$ cat src/btag_map.vh
`ifndef BTAG_MAP_VH
`define BTAG_MAP_VH

// program-flow addressing modes
`define BTAG_MODE_W          4
`define BTAG_MODE_PC_REL     4'h0
`define BTAG_MODE_ABS_DIRECT 4'h1
`define BTAG_MODE_REL_DIRECT 4'h2
`define BTAG_MODE_ABS_INDEX  4'h3
`define BTAG_MODE_REL_INDEX  4'h4
`define BTAG_MODE_ABS_IND    4'h5
`define BTAG_MODE_REL_IND    4'h6
`define BTAG_MODE_ABS_OFFIND 4'h7
`define BTAG_MODE_REL_OFFIND 4'h8

// instruction classes presented with a request
`define BTAG_INSTR_W                  3
`define BTAG_INSTR_JUMP               3'h0
`define BTAG_INSTR_BRANCH             3'h1
`define BTAG_INSTR_CALL               3'h2
`define BTAG_INSTR_CALL_PC_RELATIVE   3'h3
`define BTAG_INSTR_JUMP_LONG_RELATIVE 3'h4

// register file layout
`define BTAG_RF_ADDR_W       8
`define BTAG_RF_INDEX_B      8'h01

`define BTAG_PC_W            16
`define BTAG_PC_RESET        16'h0000

`endif

$ cat src/btag_target_gen.v
`timescale 1ns/1ps
`default_nettype none
`include "btag_map.vh"

module btag_target_gen
(
    input  wire        i_ref_clk,
    input  wire        i_rst,
    input  wire        i_req,
    input  wire [3:0]  i_mode,
    input  wire [2:0]  i_instr,
    input  wire [15:0] i_operand16,
    input  wire [7:0]  i_offset8,
    input  wire [15:0] i_next_instr_addr,
    input  wire [7:0]  i_pointer_reg_low,
    input  wire [7:0]  i_rf_rdata_a,
    input  wire [7:0]  i_rf_rdata_b,
    input  wire [7:0]  i_rf_rdata_c,
    output wire [7:0]  o_rf_addr_a,
    output wire [7:0]  o_rf_addr_b,
    output wire [7:0]  o_rf_addr_c,
    output reg  [15:0] o_pc,
    output reg         o_pc_load,
    output reg         o_illegal
);

    // which operands a mode adds together
    reg         mode_known;
    reg         mode_relative;
    reg         pc_rel_mode;
    reg         use_op16;
    reg         use_index;
    reg         use_pair;
    reg         use_off8;

    // which instruction classes may use a mode
    reg         class_abs_ok;
    reg         class_rel_ok;
    reg         legal;

    // the three terms of the target sum
    reg  [15:0] term_a;
    reg  [15:0] term_b;
    reg  [15:0] base;
    reg  [16:0] sum_ab;
    reg  [16:0] sum_all;
    reg  [15:0] next_target;
    wire [15:0] off8_sx;
    wire [15:0] pair_val;
    wire [15:0] index_b;
    wire        take_load;
    wire        take_refuse;

    // three read ports: pointer low, pointer high, index b
    assign o_rf_addr_a = i_pointer_reg_low;
    // wraps from location 0 to the top of the file
    assign o_rf_addr_b = i_pointer_reg_low - 8'h01;
    assign o_rf_addr_c = `BTAG_RF_INDEX_B;

    assign pair_val = {i_rf_rdata_b, i_rf_rdata_a};
    assign index_b  = {8'h00, i_rf_rdata_c};
    // two's-complement byte reach gives -128..+127
    assign off8_sx  = {{8{i_offset8[7]}}, i_offset8};

    always @*
    begin
        mode_known    = 1'b1;
        mode_relative = 1'b0;
        pc_rel_mode   = 1'b0;
        use_op16      = 1'b0;
        use_index     = 1'b0;
        use_pair      = 1'b0;
        use_off8      = 1'b0;
        case (i_mode)
            `BTAG_MODE_PC_REL:
            begin
                mode_relative = 1'b1;
                pc_rel_mode   = 1'b1;
                use_off8      = 1'b1;
            end
            `BTAG_MODE_ABS_DIRECT:
            begin
                use_op16 = 1'b1;
            end
            `BTAG_MODE_REL_DIRECT:
            begin
                mode_relative = 1'b1;
                use_op16      = 1'b1;
            end
            `BTAG_MODE_ABS_INDEX:
            begin
                use_op16  = 1'b1;
                use_index = 1'b1;
            end
            `BTAG_MODE_REL_INDEX:
            begin
                mode_relative = 1'b1;
                use_op16      = 1'b1;
                use_index     = 1'b1;
            end
            `BTAG_MODE_ABS_IND:
            begin
                use_pair = 1'b1;
            end
            `BTAG_MODE_REL_IND:
            begin
                mode_relative = 1'b1;
                use_pair      = 1'b1;
            end
            `BTAG_MODE_ABS_OFFIND:
            begin
                use_pair = 1'b1;
                use_off8 = 1'b1;
            end
            `BTAG_MODE_REL_OFFIND:
            begin
                mode_relative = 1'b1;
                use_pair      = 1'b1;
                use_off8      = 1'b1;
            end
            default:
            begin
                mode_known = 1'b0;
            end
        endcase
    end

    // absolute modes belong only to branch and call
    always @*
    begin
        class_abs_ok = 1'b0;
        case (i_instr)
            `BTAG_INSTR_BRANCH:
            begin
                class_abs_ok = 1'b1;
            end
            `BTAG_INSTR_CALL:
            begin
                class_abs_ok = 1'b1;
            end
            default:
            begin
                class_abs_ok = 1'b0;
            end
        endcase
    end

    // long relative modes belong only to relative call and long jump
    always @*
    begin
        class_rel_ok = 1'b0;
        case (i_instr)
            `BTAG_INSTR_CALL_PC_RELATIVE:
            begin
                class_rel_ok = 1'b1;
            end
            `BTAG_INSTR_JUMP_LONG_RELATIVE:
            begin
                class_rel_ok = 1'b1;
            end
            default:
            begin
                class_rel_ok = 1'b0;
            end
        endcase
    end

    always @*
    begin
        if (!mode_known)
        begin
            legal = 1'b0;
        end
        else if (!mode_relative)
        begin
            legal = class_abs_ok;
        end
        else if (pc_rel_mode)
        begin
            // short jumps are shared by many classes, never refused
            legal = 1'b1;
        end
        else
        begin
            legal = class_rel_ok;
        end
    end

    // first term: the 16-bit constant or the pointer pair
    always @*
    begin
        if (use_pair)
        begin
            term_a = pair_val;
        end
        else if (use_op16)
        begin
            term_a = i_operand16;
        end
        else
        begin
            term_a = 16'h0000;
        end
    end

    // second term: index b or the signed byte offset
    always @*
    begin
        if (use_index)
        begin
            term_b = index_b;
        end
        else if (use_off8)
        begin
            term_b = off8_sx;
        end
        else
        begin
            term_b = 16'h0000;
        end
    end

    // relative modes start from the following instruction
    always @*
    begin
        if (mode_relative)
        begin
            base = i_next_instr_addr;
        end
        else
        begin
            base = 16'h0000;
        end
    end

    // carries out of bit 15 are dropped on purpose, so a signed
    // 16-bit offset and an unsigned one give the same target
    always @*
    begin
        sum_ab      = {1'b0, term_a} + {1'b0, term_b};
        sum_all     = {1'b0, sum_ab[15:0]} + {1'b0, base};
        next_target = sum_all[15:0];
    end

    assign take_load   = i_req && legal;
    assign take_refuse = i_req && !legal;

    // a refused request leaves pc untouched and flags it
    always @(posedge i_ref_clk or posedge i_rst)
    begin
        if (i_rst)
        begin
            o_pc <= `BTAG_PC_RESET;
        end
        else if (take_load)
        begin
            o_pc <= next_target;
        end
    end

    // one-cycle pulse per loaded request
    always @(posedge i_ref_clk or posedge i_rst)
    begin
        if (i_rst)
        begin
            o_pc_load <= 1'b0;
        end
        else
        begin
            o_pc_load <= take_load;
        end
    end

    // one-cycle pulse per refused request
    always @(posedge i_ref_clk or posedge i_rst)
    begin
        if (i_rst)
        begin
            o_illegal <= 1'b0;
        end
        else
        begin
            o_illegal <= take_refuse;
        end
    end

endmodule
`default_nettype wire

$ cat config.mk
export PLATFORM = sky130hd
export DESIGN_NAME = btag_target_gen
export DESIGN_NICKNAME = d
export VERILOG_FILES = /design/src/btag_target_gen.v
export VERILOG_INCLUDE_DIRS = /design/src /design/src/src
export SDC_FILE = /design/constraint.sdc
export NUM_CORES = 1
export LEC_CHECK = 0
export ABC_AREA = 0
export BUFFER_PORTS_ARGS = -buffer_cell sky130_fd_sc_hd__buf_2
export CAP_MARGIN = 20
export CORE_ASPECT_RATIO = 0.8
export CORE_MARGIN = 8
export CORE_UTILIZATION = 51
export CTS_BUF_LIST = sky130_fd_sc_hd__clkbuf_16
export DETAILED_ROUTE_END_ITERATION = 8
export GPL_TIMING_DRIVEN = 1
export PLACE_DENSITY = 0.88
export SLEW_MARGIN = 15
export SYNTH_ARGS = -nofsm -noshare
export SYNTH_HDL_FRONTEND = slang
export SYNTH_SLANG_ARGS = --single-unit
$ cat constraint.sdc
create_clock -name i_ref_clk -period 2.05 [get_ports i_ref_clk]
set_input_delay 0.205 -clock i_ref_clk [delete_from_list [all_inputs] [get_ports i_ref_clk]]
set_output_delay 0.205 -clock i_ref_clk [all_outputs]
set_load 0.01 [all_outputs]
==> flow_metrics.env <==
export IMPL_setup_viol=14
export IMPL_start_util_pct=53.6
export IMPL_criticalPathCategory="input pin to flip-flop"
export IMPL_syn_area_per_cell_sq_um=8.00
export IMPL_io_buffers=115
export IMPL_routed_wl_microns=9530
export IMPL_r2r_end="o_pc[0]"
export IMPL_ys_flop_type="dfrtp_1"
export IMPL_dp_hpwl_microns=6980
export IMPL_layout_nets=590
export IMPL_die_width_microns=94.2
export IMPL_failed_checks="negative setup slack"
export IMPL_drc=0
export IMPL_finalCriticalPeriod_ns=3.01
export IMPL_rows=22
export IMPL_cts_buffer_depth=2
export IMPL_async_flop_share_pct=100
export IMPL_worst_setup_path_start_kind="input pin"
export IMPL_outcome="finished with violations"
export IMPL_reg2reg_from="o_pc[0]"
export IMPL_yosysSeqAreaShare_pct=18.1
export IMPL_yosysWarnings=0
export IMPL_vias=2954
export IMPL_hold_viol_final=0
export IMPL_ant_nets=0
export IMPL_drv_slew=0
export IMPL_grt_max_degree=30
export IMPL_die_h_microns=78.6
export IMPL_drtPass1Iterations=5
export IMPL_cts_tree="done"
export IMPL_synthTopCellsByCount="40 x nand2_1, 35 x inv_1, 22 x a22oi_1"
export IMPL_drive_gt1_share_pct=49.5
export IMPL_crit_chain="buf_12, nor3_4, buf_6, nor3_4, buf_6, a22oi_2, fa_1, inv_2, ha_4, inv_2, fa_2, buf_4, buf_6, buf_6, buf_6, buf_6, buf_6, xor2_1, o21ai_1"
export IMPL_avgViaCountPerCell=5.52
export IMPL_max_slew_margin_pct=55.4
export IMPL_yosysMostFrequentCell="nand2_1"
export IMPL_cpMostUsedCell="buf_6"
export IMPL_gr_usage_all_layers_pct=22.8
export IMPL_drt_iter0_markers=129
export IMPL_clock_latency_ns=0.25
export IMPL_finClkSkew_ns=0
export IMPL_worstMarginPinSlew_ns=0.669
export IMPL_antenna_found_initial=0
export IMPL_reg2reg_depth=1
export IMPL_total_power_mw=2.17
export IMPL_max_stage_delay_ns=0.47
export IMPL_end_kind="flip-flop"
export IMPL_worst_slack_ns=-0.959
export IMPL_cts_buffers=3
export IMPL_finalCritPeriodShare_pct=147
export IMPL_htreeDepth=1
export IMPL_grt_pass1_vias=3000
export IMPL_area_delta_synth_final_pct=56.9
export IMPL_synthTopCellsByArea="dfrtp_1 18%, fa_1 13%, ha_1 7.5%"
export IMPL_max_freq_ghz=0.332
export IMPL_synth_edf_count=0
export IMPL_io_pin_count=124
export IMPL_drv_cap=0
export IMPL_rsz0062_at_grt="true"
export IMPL_yosysTopAreaCell="dfrtp_1"
export IMPL_core_sq_um=4650
export IMPL_cp_num_buf_inv=11
export IMPL_cp_slowest_cell="fa_1"
export IMPL_r2r_slack_ns=1.28
export IMPL_synth_cell_types=44
export IMPL_synth_top_area_share_pct=18.1
export IMPL_p_leak_nw=2.07
export IMPL_cts_root_buf="clkbuf_16"
export IMPL_design_area_sq_um=3920
export IMPL_hp_class="input pin to asynchronous set/reset pin"
export IMPL_num_fill_cells=292
export IMPL_cts_sinks=18
export IMPL_grt_pass1_wl_microns=13700
export IMPL_wire_per_inst_microns=17.8
export IMPL_die_area_sq_um=7400
export IMPL_crit_arrival_ns=3.14
export IMPL_ir_drop_mv=0.699
export IMPL_diodes=0
export IMPL_hold_buffers=0
export IMPL_synth_seq_cells=18
export IMPL_gp_congestion=0.955
export IMPL_path_clk_slew_ns=0.05
export IMPL_gr_total_overflow=0
export IMPL_netlist_area_sq_um=2490
export IMPL_dpl_cell_area_sq_um=3530
export IMPL_synthCells=312
export IMPL_power_density_nw_per_um2=553
export IMPL_path_max_fanout=6
export IMPL_cp_top_family="buffers and inverters"
export IMPL_critPathRequiredTime_ns=2.18
[routing by layer]
metal | up-vias | share of wire, % | GRT usage, %
li1 | 1379 | - | -
met1 | 1364 | 39 | 26.6
met5 | - | 0 | 0
met4 | 0 | 2.9 | 8.06
met2 | 182 | 50 | 40.3
met3 | 29 | 8.4 | 4.18
[cell type report]
cell class	count	area, sq um	share of cell area, %
Clock buffer	3	75.1	1.92
Inverter	35	131	3.36
Multi-Input combinational cell	237	2020	51.6
Sequential cell	18	450	11.5
Tap cell	60	75.1	1.92
Timing Repair Buffer	182	1160	29.7
[through the flow]
stage          TNS, ns  worst slack [ns]  hold slack (ns)  util, %  std cells
2_1_floorplan   -10.71            -0.995            0.144        -        318
3_3_place_gp    -14.33             -1.23            0.311     75.9        517
3_5_place_dp    -15.76             -1.33            0.322     75.9        517
4_1_cts          -9.47            -0.880           0.0723     80.5        527
5_1_grt         -12.11             -1.06           0.0971     84.2        535
6_report        -10.58            -0.959           0.0486     84.2        535
[kinds of logic after synthesis]
family          count (synthesis)  synth area share (%)
flops                          18                  18.1
buf+inv                        64                  12.6
xor+xnor                       20                  7.57
simple gates                   83                  15.0
mux                             4                  1.96
fa+ha+maj                      31                  20.4
compound gates                 90                  24.1
other cells                     2                 0.301
[placed cells by master, fill, tap and decap left out, types with 3 or more instances in the layout]
| master | count |
|---|---|
| ha_4 | 5 |
| buf_12 | 3 |
| o21a_1 | 3 |
| inv_1 | 30 |
| a21o_1 | 5 |
| ha_1 | 10 |
| a31oi_1 | 3 |
| conb_1 | 8 |
| clkbuf_16 | 3 |
| nor2_2 | 5 |
| o21ai_2 | 3 |
| xnor2_2 | 3 |
| nor2_1 | 14 |
| nor3_1 | 5 |
| xor2_1 | 11 |
| o21ai_0 | 5 |
| buf_4 | 57 |
| xnor2_1 | 5 |
| fa_1 | 13 |
| inv_2 | 5 |
| buf_2 | 112 |
| a22oi_1 | 15 |
| nand2_1 | 40 |
| a211oi_1 | 3 |
| dfrtp_1 | 18 |
| fa_2 | 3 |
| buf_6 | 10 |
| a21oi_1 | 10 |
| a21oi_2 | 3 |
| a22o_1 | 9 |
| a22oi_2 | 7 |
| o21ai_1 | 16 |
[how the worst max path moves through the flow]
stage | from | end | slack [ns] | cells past startpoint
after floorplan | i_mode[0] | o_pc[14] | -1.0 | 17
after global placement | i_mode[1] | o_pc[15] | -1.23 | 19
after detailed placement | i_mode[1] | o_pc[15] | -1.33 | 19
after CTS | i_mode[0] | o_pc[14] | -0.88 | 18
after global routing | i_mode[0] | o_pc[15] | -1.06 | 18
final | i_mode[0] | o_pc[3] | -0.96 | 19
[power by group]
part	total [mW]	switching, mW	internal [mW]
registers	0.532	0.0637	0.468
clock network	0.382	0.125	0.257
logic	1.25	0.644	0.609
total	2.17	0.833	1.33
[state kept, by name (all words and copies together), names as in the netlist]
name	cells
o_illegal	1
o_pc	16
o_pc_load	1
[timing repair]
action / 4_1_cts / 5_1_grt
setup buffers: 6 / 9
cloned: 1 / 0
gates resized for setup: 22 / 33
hold endpoints to repair: 0 / 0
endpoints found under the setup margin: 16 / 15
pin swaps: 27 / 26
(Power assumes the default switching activity.)
